File: src/timer_unit_consts.vh
// Register map, field positions and mode codes of the timer readback and timer-two control block
`ifndef TIMER_UNIT_CONSTS_VH
`define TIMER_UNIT_CONSTS_VH
// Register offsets
`define ADDR_TIMER1_RELOAD_LOW   8'h16
`define ADDR_TIMER1_COUNT_HIGH   8'h17
`define ADDR_TIMER1_COUNT_LOW    8'h18
`define ADDR_TIMER2_CONTROL      8'h19
`define ADDR_TIMER2_RELOAD_HIGH  8'h1a
// Register offsets of the unit kept outside this block; not decoded here, so reads of them return zero
`define ADDR_TIMER2_RELOAD_LOW   8'h1b
`define ADDR_TIMER2_COUNT_HIGH   8'h1c
`define ADDR_TIMER2_COUNT_LOW    8'h1d
// Timer-two control fields
`define CTL_HALT_BIT             7
`define CTL_START_HI             5
`define CTL_START_LO             4
`define CTL_AUTO_BIT             3
`define CTL_CLK_HI               1
`define CTL_CLK_LO               0
`define CTL_WRITE_MASK           8'hbb
// Start modes
`define START_NONE               2'h0
`define START_TX_END             2'h1
`define START_TRIM_NO_UF         2'h2
`define START_TRIM_UF            2'h3
// Clock sources
`define CLK_13M56                2'h0
`define CLK_212K                 2'h1
`define CLK_TIMER0_UF            2'h2
`define CLK_TIMER1_UF            2'h3
// Reset values, count step and received-bit halt count
`define RESET_BYTE               8'h00
`define RESET_WORD               16'h0000
`define COUNT_ONE                16'h0001
`define RX_BITS_TO_HALT          3'h4
`define RX_BITS_ZERO             3'h0
`define RX_BITS_STEP             3'h1
`endif

File: src/timer2_counter.v
// Timer-two down-counter with start, halt, reload and underflow logic
`timescale 1ns/1ps
module timer2_counter (
  input  wire        i_core_clk,
  input  wire        i_srst,
  input  wire [7:0]  i_control,
  input  wire [15:0] i_reload_word,
  input  wire        i_start_pulse,
  input  wire        i_tick_13m56,
  input  wire        i_tick_212k,
  input  wire        i_timer0_underflow,
  input  wire        i_timer1_underflow,
  input  wire        i_tx_end,
  input  wire        i_trim_edge,
  input  wire        i_rx_bit,
  input  wire        i_rx_frame_start,
  output reg  [15:0] o_count,
  output reg         o_running,
  output reg         o_underflow
);
`include "timer_unit_consts.vh"

  wire [1:0] start_mode = i_control[`CTL_START_HI:`CTL_START_LO];
  wire [1:0] clk_sel    = i_control[`CTL_CLK_HI:`CTL_CLK_LO];
  wire       trimming   = start_mode[1];
  reg        tick;
  reg  [2:0] rx_bits;
  reg        start_evt;
  reg        stop_evt;
  reg        halt_evt;

  // Count clock selection; cascade inputs are one-cycle pulses
  always @* begin
    case (clk_sel)
      `CLK_13M56:     tick = i_tick_13m56;
      `CLK_212K:      tick = i_tick_212k;
      `CLK_TIMER0_UF: tick = i_timer0_underflow;
      `CLK_TIMER1_UF: tick = i_timer1_underflow;
      default:        tick = 1'b0;
    endcase
  end

  // Start and stop sources; trimming toggles on each positive edge
  always @* begin
    start_evt = i_start_pulse;
    stop_evt  = 1'b0;
    if (start_mode == `START_TX_END && i_tx_end) begin
      start_evt = 1'b1;
    end
    if (trimming && i_trim_edge) begin
      start_evt = ~o_running;
      stop_evt  = o_running;
    end
  end

  // Halt after four received bits; trimming modes ignore the halt bit
  always @* begin
    halt_evt = i_control[`CTL_HALT_BIT] && !trimming && o_running && i_rx_bit
               && (rx_bits == `RX_BITS_TO_HALT - `RX_BITS_STEP);
  end

  // Received bit counter, cleared at each frame start
  always @(posedge i_core_clk) begin
    if (i_srst || i_rx_frame_start) begin
      rx_bits <= `RX_BITS_ZERO;
    end else if (i_rx_bit && rx_bits != `RX_BITS_TO_HALT) begin
      rx_bits <= rx_bits + `RX_BITS_STEP;
    end
  end

  // Counter core; a start or an auto reload loads the live reload word, so a mid-count write lands at the next reload
  always @(posedge i_core_clk) begin
    if (i_srst) begin
      o_count     <= `RESET_WORD;
      o_running   <= 1'b0;
      o_underflow <= 1'b0;
    end else begin
      o_underflow <= 1'b0;
      if (start_evt) begin
        o_count   <= i_reload_word;
        o_running <= 1'b1;
      end else if (stop_evt || halt_evt) begin
        o_running <= 1'b0;
      end else if (o_running && tick) begin
        if (o_count == `RESET_WORD) begin
          // Trimming without underflow never flags
          o_underflow <= (start_mode != `START_TRIM_NO_UF);
          if (i_control[`CTL_AUTO_BIT]) begin
            o_count <= i_reload_word;
          end else begin
            o_running <= 1'b0;
          end
        end else begin
          o_count <= o_count - `COUNT_ONE;
        end
      end
    end
  end
endmodule

File: src/timer1_timer2_regs.v
// Register block for timer-one readback/reload low byte and timer-two control
`timescale 1ns/1ps
module timer1_timer2_regs (
  input  wire        i_core_clk,
  input  wire        i_srst,
  input  wire [7:0]  i_addr,
  input  wire [7:0]  i_wdata,
  input  wire        i_wr,
  input  wire        i_rd,
  output reg  [7:0]  o_rdata,
  input  wire [15:0] i_timer1_count,
  input  wire        i_timer1_start,
  input  wire [7:0]  i_timer1_reload_high,
  output reg  [15:0] o_timer1_load_word,
  input  wire [7:0]  i_timer2_reload_low,
  input  wire        i_timer2_start,
  input  wire        i_tick_13m56,
  input  wire        i_tick_212k,
  input  wire        i_timer0_underflow,
  input  wire        i_timer1_underflow,
  input  wire        i_tx_end,
  input  wire        i_trim_pin,
  input  wire        i_rx_bit,
  input  wire        i_rx_frame_start,
  input  wire        i_flag_clear,
  output wire [15:0] o_timer2_count,
  output wire        o_timer2_running,
  output wire        o_timer2_underflow,
  output reg         o_timer2_underflow_flag
);
`include "timer_unit_consts.vh"

  // ==========================================================
  // Registers
  reg  [7:0] timer1_reload_low;
  reg  [7:0] timer2_control;
  reg  [7:0] timer2_reload_high;
  reg        trim_meta;
  reg        trim_sync;
  reg        trim_prev;
  wire       trim_edge = trim_sync & ~trim_prev;

  // Software writes; reserved control bits are masked off on write
  always @(posedge i_core_clk) begin
    if (i_srst) begin
      timer1_reload_low  <= `RESET_BYTE;
      timer2_control     <= `RESET_BYTE;
      timer2_reload_high <= `RESET_BYTE;
    end else if (i_wr) begin
      case (i_addr)
        `ADDR_TIMER1_RELOAD_LOW:  timer1_reload_low  <= i_wdata;
        // Reserved bits masked on write
        `ADDR_TIMER2_CONTROL:     timer2_control     <= i_wdata & `CTL_WRITE_MASK;
        `ADDR_TIMER2_RELOAD_HIGH: timer2_reload_high <= i_wdata;
        default: ;
      endcase
    end
  end

  // Timer-one load word latched only at its start, so a write mid-count is harmless
  always @(posedge i_core_clk) begin
    if (i_srst) begin
      o_timer1_load_word <= `RESET_WORD;
    end else if (i_timer1_start) begin
      o_timer1_load_word <= {i_timer1_reload_high, timer1_reload_low};
    end
  end

  // ==========================================================
  // Trim pin synchroniser; the first stage feeds only the second
  always @(posedge i_core_clk) begin
    if (i_srst) begin
      trim_meta <= 1'b0;
      trim_sync <= 1'b0;
      trim_prev <= 1'b0;
    end else begin
      trim_meta <= i_trim_pin;
      trim_sync <= trim_meta;
      trim_prev <= trim_sync;
    end
  end

  // ==========================================================
  // Timer-two counter
  timer2_counter u_timer2 (
    .i_core_clk         (i_core_clk),
    .i_srst             (i_srst),
    .i_control          (timer2_control),
    .i_reload_word      ({timer2_reload_high, i_timer2_reload_low}),
    .i_start_pulse      (i_timer2_start),
    .i_tick_13m56       (i_tick_13m56),
    .i_tick_212k        (i_tick_212k),
    .i_timer0_underflow (i_timer0_underflow),
    .i_timer1_underflow (i_timer1_underflow),
    .i_tx_end           (i_tx_end),
    .i_trim_edge        (trim_edge),
    .i_rx_bit           (i_rx_bit),
    .i_rx_frame_start   (i_rx_frame_start),
    .o_count            (o_timer2_count),
    .o_running          (o_timer2_running),
    .o_underflow        (o_timer2_underflow)
  );

  // Sticky flag; a set in the same cycle as a clear wins
  always @(posedge i_core_clk) begin
    if (i_srst) begin
      o_timer2_underflow_flag <= 1'b0;
    end else if (o_timer2_underflow) begin
      o_timer2_underflow_flag <= 1'b1;
    end else if (i_flag_clear) begin
      o_timer2_underflow_flag <= 1'b0;
    end
  end

  // ==========================================================
  // Read data, valid only in the cycle after the read strobe.
  // Count bytes are live; reading during reception gives no coherent pair.
  always @(posedge i_core_clk) begin
    if (i_srst) begin
      o_rdata <= `RESET_BYTE;
    end else if (i_rd) begin
      case (i_addr)
        `ADDR_TIMER1_RELOAD_LOW:  o_rdata <= timer1_reload_low;
        `ADDR_TIMER1_COUNT_HIGH:  o_rdata <= i_timer1_count[15:8];
        `ADDR_TIMER1_COUNT_LOW:   o_rdata <= i_timer1_count[7:0];
        `ADDR_TIMER2_CONTROL:     o_rdata <= timer2_control;
        `ADDR_TIMER2_RELOAD_HIGH: o_rdata <= timer2_reload_high;
        default:                  o_rdata <= `RESET_BYTE;
      endcase
    end else begin
      o_rdata <= `RESET_BYTE;
    end
  end
endmodule

File: config.mk
export PLATFORM = sky130hd
export DESIGN_NAME = timer1_timer2_regs
export DESIGN_NICKNAME = d
export VERILOG_FILES = /design/src/timer2_counter.v /design/src/timer1_timer2_regs.v
export VERILOG_INCLUDE_DIRS = /design/src /design/src/src
export SDC_FILE = /design/constraint.sdc
export NUM_CORES = 1
export LEC_CHECK = 0
export BUFFER_PORTS_ARGS = -buffer_cell sky130_fd_sc_hd__buf_2
export CAP_MARGIN = 20
export CORE_MARGIN = 3
export CORE_UTILIZATION = 40
export CTS_CLUSTER_SIZE = 12
export DETAILED_ROUTE_END_ITERATION = 8
export PLACE_DENSITY = 0.61
export SLEW_MARGIN = 20
export SYNTH_ARGS = -nofsm -noshare
export SYNTH_HDL_FRONTEND = slang
export SYNTH_SLANG_ARGS = --single-unit
export TNS_END_PERCENT = 1
File: constraint.sdc
create_clock -name i_core_clk -period 2.4 [get_ports i_core_clk]
set_input_delay 0.48 -clock i_core_clk [delete_from_list [all_inputs] [get_ports i_core_clk]]
set_output_delay 0.48 -clock i_core_clk [all_outputs]
set_load 0.01 [all_outputs]
Yosys cells after proc, flatten, opt, wreduce, memory -nomap -nowiden

Cells that the tools add are included.

Register bits after elaboration: 71
Bits of input ports: 63
Output and inout port bits: 43
Logic and storage cells: 77

Add/subtract/negate cells: 2
Equal/unequal tests: 15
Mux-type cells: 17
Bitwise logic cells: 6
Reductions and logical operators: 24

Operators with widths:

| cell                                                                    | number |
|---|---|
| 16-bit two-way mux                                                      | 5 |
| 8-bit by 5-bit equality test with 1-bit output, second input constant   | 5 |
| 8-bit case mux with 5 select lines                                      | 1 |
| 16-bit zero test                                                        | 1 |
| 16-bit by 1-bit subtractor with 16-bit output, second input constant    | 1 |
| 1-bit two-way mux                                                       | 10 |
| 1-bit logical AND                                                       | 8 |
| 2-bit AND reduction                                                     | 3 |
| 3-bit AND reduction                                                     | 2 |
| 3-bit nonzero test                                                      | 2 |
| 1-bit inverter                                                          | 5 |
| 5-bit OR reduction                                                      | 1 |
| 2-bit by 1-bit equality test with 1-bit output, second input constant   | 2 |
| 2-bit equality test, second input constant                              | 2 |
| 1-bit case mux with 4 select lines                                      | 1 |
| 2-bit nonzero test                                                      | 2 |
| 3-bit by 1-bit adder with 3-bit output, second input constant           | 1 |
| 3-bit by 2-bit equality test with 1-bit output, second input constant   | 1 |
| 3-bit by 1-bit inequality test with 1-bit output, second input constant | 1 |
| 3-bit by 2-bit inequality test with 1-bit output, second input constant | 1 |
| 3-bit inequality test, second input constant                            | 1 |
| 2-bit zero test                                                         | 1 |
| 1-bit logical OR                                                        | 2 |
| 2-bit by 1-bit inequality test with 1-bit output, second input constant | 1 |
| 4 further kinds                                                         | 4 |

Longest topological paths before layout

Depth after elaboration: 8
Gate-level depth with buffers: 8
Depth with buffers taken out: 7

Cells and area by module

A second synthesis with hierarchy kept.

Cells, all modules: 371
Area total of the unflattened synthesis: 3550.9 um^2

Modules (own cells, without submodules):

| module             | instances | cells an instance | area each (um^2) | sequential area each (um^2) |
|---|---|---|---|---|
| timer1_timer2_regs | 1         | 201               | 2077.0           | 1001.0 |
| timer2_counter     | 1         | 170               | 1473.9           | 420.4 |

Worst setup path before layout

Ideal clock, no wire load.

Kind: flip-flop to flip-flop
Start: register u_timer2.o_count[0]
End: register u_timer2.o_count[8]
Library setup time: 122 ps
Arrival: 1975 ps
Data required time: 2278 ps
Setup slack: 303 ps
Cell stages (with the launch flop): 9
Buffers on the path: 1
Cell sequence: dfxtp_1 > inv_1 > ha_1 > nor3b_2 > and3_1 > a41o_1 > nor2b_1 > buf_2 > a221o_1

Word-level cells in the longest chain between the ends: 5
Elaborated cells on any way between the ends: 8
Classes of those cells: add/sub (1); eq/ne (1); mux (4); reduce/logical (2)

Ends and longest elaborated chain:

| what                                                                                               | line                | text |
|---|---|---|
| start: declaration                                                                                 | timer2_counter.v:17 | `output reg [15:0] o_count,` |
| start signal: assignment                                                                           | timer2_counter.v:74 | `` o_count <= `RESET_WORD; `` |
| start signal: assignment                                                                           | timer2_counter.v:80 | `o_count <= i_reload_word;` |
| start signal: assignment                                                                           | timer2_counter.v:89 | `o_count <= i_reload_word;` |
| 16-bit by 1-bit subtractor with 16-bit output (no line) / 16-bit zero test (equally long branches) | -                   |  |
| 16-bit two-way mux                                                                                 | timer2_counter.v:85 | `` if (o_count == `RESET_WORD) begin `` |
| 16-bit two-way mux                                                                                 | timer2_counter.v:84 | `end else if (o_running && tick) begin` |
| 16-bit two-way mux                                                                                 | timer2_counter.v:82 | `end else if (stop_evt \|\| halt_evt) begin` |
| 16-bit two-way mux                                                                                 | timer2_counter.v:79 | `if (start_evt) begin` |

Parallel ways exist; a longest one is shown, timed or not. The select of a mux whose other input is x is not followed.
A chain may end at the register's enable or synchronous reset.

Final worst setup path

Start: register u_timer2.o_count[0]
End: register u_timer2.o_count[13]

The elaborated chain is that of the path after synthesis.

==> metrics.md <==
| Metric | Value |
|---|---|
| CTS Buffer Depth | `2` |
| Nets | `approximately 580` |
| Worst Hold Path EP | `u_timer2.rx_bits[1]$_SDFFE_PP0P_` |
| Hold path depth | `2` |
| Synth unique cells | `64` |
| Slew headroom | `0.595` |
| CTS tree | `yes` |
| Antenna Cells | `0` |
| Crit Reg-Reg Startpoint | `u_timer2.o_count[0]$_SDFFE_PP0P_` |
| Pre-antenna DRT Iters | `7` |
| Die area | `around 0.0097 mm2` |
| Port Buffers | `105` |
| Design Area, Final | `approximately 0.0044 mm2` |
| Initial antenna violation count | `0` |
| First-pass GRT wire length | `about 17000 um` |
| Core Area | `0.00826 mm2` |
| RSZ-0062 raised after global routing | `no` |
| GP Congestion | `approximately 0.89` |
| Die height | `between 90 and 100 um` |
| # DRC | `0` |
| Final Setup Violations | `0` |
| Max FO, Critical Path | `7` |
| Dominant synthesized flop cell | `dfxtp_1` |
| Setup Skew | `~15 ps` |
| Synth area leaders | `dfxtp_1 (42%), mux2i_1 (5.6%), a21oi_1 (5.3%)` |
| Congestion Overflow GR | `0` |
| Async S/R FF share, synth | `0` |
| Worst Path Required | `2640 ps` |
| HP Start | `i_rx_frame_start` |
| Root Driver | `clkbuf_8` |
| Post-synth EDFFs | `0` |
| Starting DRT DRC Count | `260` |
| Slew Limit Fails | `0` |
| Sequential fraction of the synthesis area | `0.415` |
| Critical Path, Cell by Cell | `inv_1, ha_1, nor3b_2, and3_1, a41o_1, nor2b_1, buf_4, a221o_1` |
| Area grow syn2layout | `28.5%` |
| Tot Pwr | `between 0.002 and 0.003 W` |
| Post-layout min period | `around 2200 ps` |
| Hold_buf cts | `0` |
| Highest Clock Rate | `between 400 and 500 MHz` |
| CP peak stage delay | `approximately 400 ps` |
| CTS buffer count | `9` |
| H-tree depth | `3` |
| GRT Overall Usage | `0.217` |
| DR vias | `around 3500` |
| R2r setup slk | `200 ps` |
| Routed wire per std cell | `17.1 um` |
| Antenna viol nets, final | `0` |
| Syn Std Cell Area | `0.00342 mm2` |
| Clk pin slew, worst setup/hold paths | `90 ps` |
| Die width | `approximately 100 um` |
| Net Count, Synth | `between 400 and 500` |
| # Post-CTS Setup Buffers | `0` |
| FF-to-FF End | `u_timer2.o_count[13]$_SDFFE_PP0P_` |
| Slowest-stage cell, CP | `dfxtp_1` |
| Rows | `33` |
| Post-route clock period utilization | `0.917` |
| Sum Neg Setup Slack | `0 ps` |
| Largest net degree at the start of global routing | `32` |
| #FFs+latches synth | `71` |
| Worst setup SP type | `register` |
| CP delay by family, top | `compound AO/OA/AOI/OAI gates` |
| Status | `complete, no violations` |
| Min Hold Slack | `313 ps` |
| Post-Route WL | `approximately 11000 um` |
| Crit path kind | `reg -> reg` |
| Footprint of the multi-input gates | `~0.0018 mm2` |
| Top-area cell type share of the netlist area | `0.415` |
| Pwr dens | `about 620 mW/mm2` |
| Reg area | `0.00142 mm2` |
| CTS resizes | `0` |
| Final HPWL DP | `about 8000 um` |
| Hold Path Class | `in -> reg` |
| # fillers | `between 800 and 900` |
| Number of global-route vias before repair | `~3300` |
| Crit path arrival time | `roughly 2400 ps` |
| Synth Warn # | `0` |
| Fin. Hold Viols | `0` |
| I/O pin count | `106` |
| CP Capture Type | `register` |
| Post-synth top area cell | `dfxtp_1` |
| Max Cap Violations | `0` |
| DP Area | `between 0.004 and 0.005 mm2` |
| Mean area per synthesized cell | `a little under 9 um2` |
| Slew @ Worst Pin | `approximately 600 ps` |
| Share of layout cells above drive strength 1 | `0.304` |
| Cells after synthesis | `approximately 390` |
| Leak pwr | `around 1.9 nW` |
| Buffers and inverters on the worst path | `2` |
| Worst Reg-to-Reg Cells | `8` |
| Skew-Pair Late Insertion Delay | `360 ps` |
| Maximum VDD drop | `just over 300 uV` |
| DR vias/cell | `roughly 5.7` |
| CTS Sinks | `71` |
| Starting Density | `0.414` |
[layer usage]
layer  global-route usage  wire, um  vias up  part of all wire
met1                0.298      4770     1677              0.45
met3               0.0566       726       18             0.069
met4               0.0662       162        0             0.015
li1                     -         -     1692                 -
met2                0.337      4890      121              0.46
met5                    0         0        -                 0
[layout make-up]
type / instances / area share
inverters: 16 / 0.0137
multi-input cells: 283 / 0.420
clock buffers: 9 / 0.0282
clock inverters: 7 / 0.0253
repair buffers: 127 / 0.160
flip-flops and latches: 71 / 0.323
well taps: 105 / 0.0299
[placed cells by master (no fill, tap or decap), types with 3 or more instances in the layout]
master and instances:
buf_2 105, dfxtp_1 71, nand2_1 47, a21oi_1 36
nor2_1 26, buf_4 21, mux2i_1 19, nand3_1 19
inv_1 16, a22oi_1 14, nor3_1 13, clkbuf_8 9
a31oi_1 6, a221o_1 6, nand2b_1 5, nor2b_1 5
nor4_1 5, nand4_1 5, ha_1 5, o22ai_1 4
a211oi_1 4, nor4_2 3, a222oi_1 3, o211ai_1 3
or3_1 3, o311a_1 3, inv_8 3
[through the flow]
stage / cells / util / setup slack (ps)
finish: 618 / 0.533 / 199
detailed placement: 602 / 0.504 / 141
CTS: 618 / 0.533 / 206
floorplan: 393 / - / 303
global route: 618 / 0.533 / 77.8
global placement: 602 / 0.504 / 175
[where the power goes]
part / total (W) / internal [W] / switching, W
logic: 0.000371 / 0.000163 / 0.000208
clock network: 0.00114 / 0.000612 / 0.000529
registers: 0.00123 / 0.00120 / 0.0000290
[registers in the layout, indices dropped and copies added (netlist names)]
| signal | cells |
|---|---|
| o_timer1_load_word | 16 |
| u_timer2.rx_bits | 3 |
| u_timer2.o_count | 16 |
| o_timer2_underflow_flag | 1 |
| u_timer2.o_underflow | 1 |
| timer2_control | 6 |
| trim_meta | 1 |
| o_rdata | 8 |
| trim_prev | 1 |
| timer2_reload_high | 8 |
| timer1_reload_low | 8 |
| trim_sync | 1 |
| u_timer2.o_running | 1 |
[worst max path at each step]
stage	startpoint	depth (start not counted)	slack (ps)	end
CTS	u_timer2.o_count[0]$_SDFFE_PP0P_	8	210	u_timer2.o_count[13]$_SDFFE_PP0P_
finish	u_timer2.o_count[0]$_SDFFE_PP0P_	8	200	u_timer2.o_count[13]$_SDFFE_PP0P_
floorplan	u_timer2.o_count[0]$_SDFFE_PP0P_	8	300	u_timer2.o_count[8]$_SDFFE_PP0P_
global route	u_timer2.o_count[0]$_SDFFE_PP0P_	7	80	u_timer2.o_count[7]$_SDFFE_PP0P_
global placement	i_addr[7]	6	180	timer2_reload_high[6]$_SDFFE_PP0P_
detailed placement	i_addr[7]	6	140	timer2_reload_high[6]$_SDFFE_PP0P_
[synth_stat cells (all sizes together) (6+ instances only)]
| master | number |
|---|---|
| mux2i | 19 |
| a31oi | 6 |
| buf | 6 |
| nand3 | 19 |
| a21oi | 36 |
| clkbuf | 17 |
| dfxtp | 71 |
| nand2 | 47 |
| nor2 | 26 |
| nor3 | 14 |
| nor4 | 8 |
| a22oi | 14 |
| inv | 16 |
| a221o | 6 |
[kinds of logic (layout without fill, tap and decap cells)]
group,after synthesis,after routing,share of synthesized area
AOI/OAI and AO/OA,104,104,0.217
buffers and inverters,39,159,0.0450
and+or+nand+nor,153,153,0.244
muxes,19,19,0.0556
xor gates and xnor gates,2,2,0.00512
DFF,71,71,0.415
adders and majority gates,5,5,0.0183
Note: power is estimated with default switching activity, not from simulation.
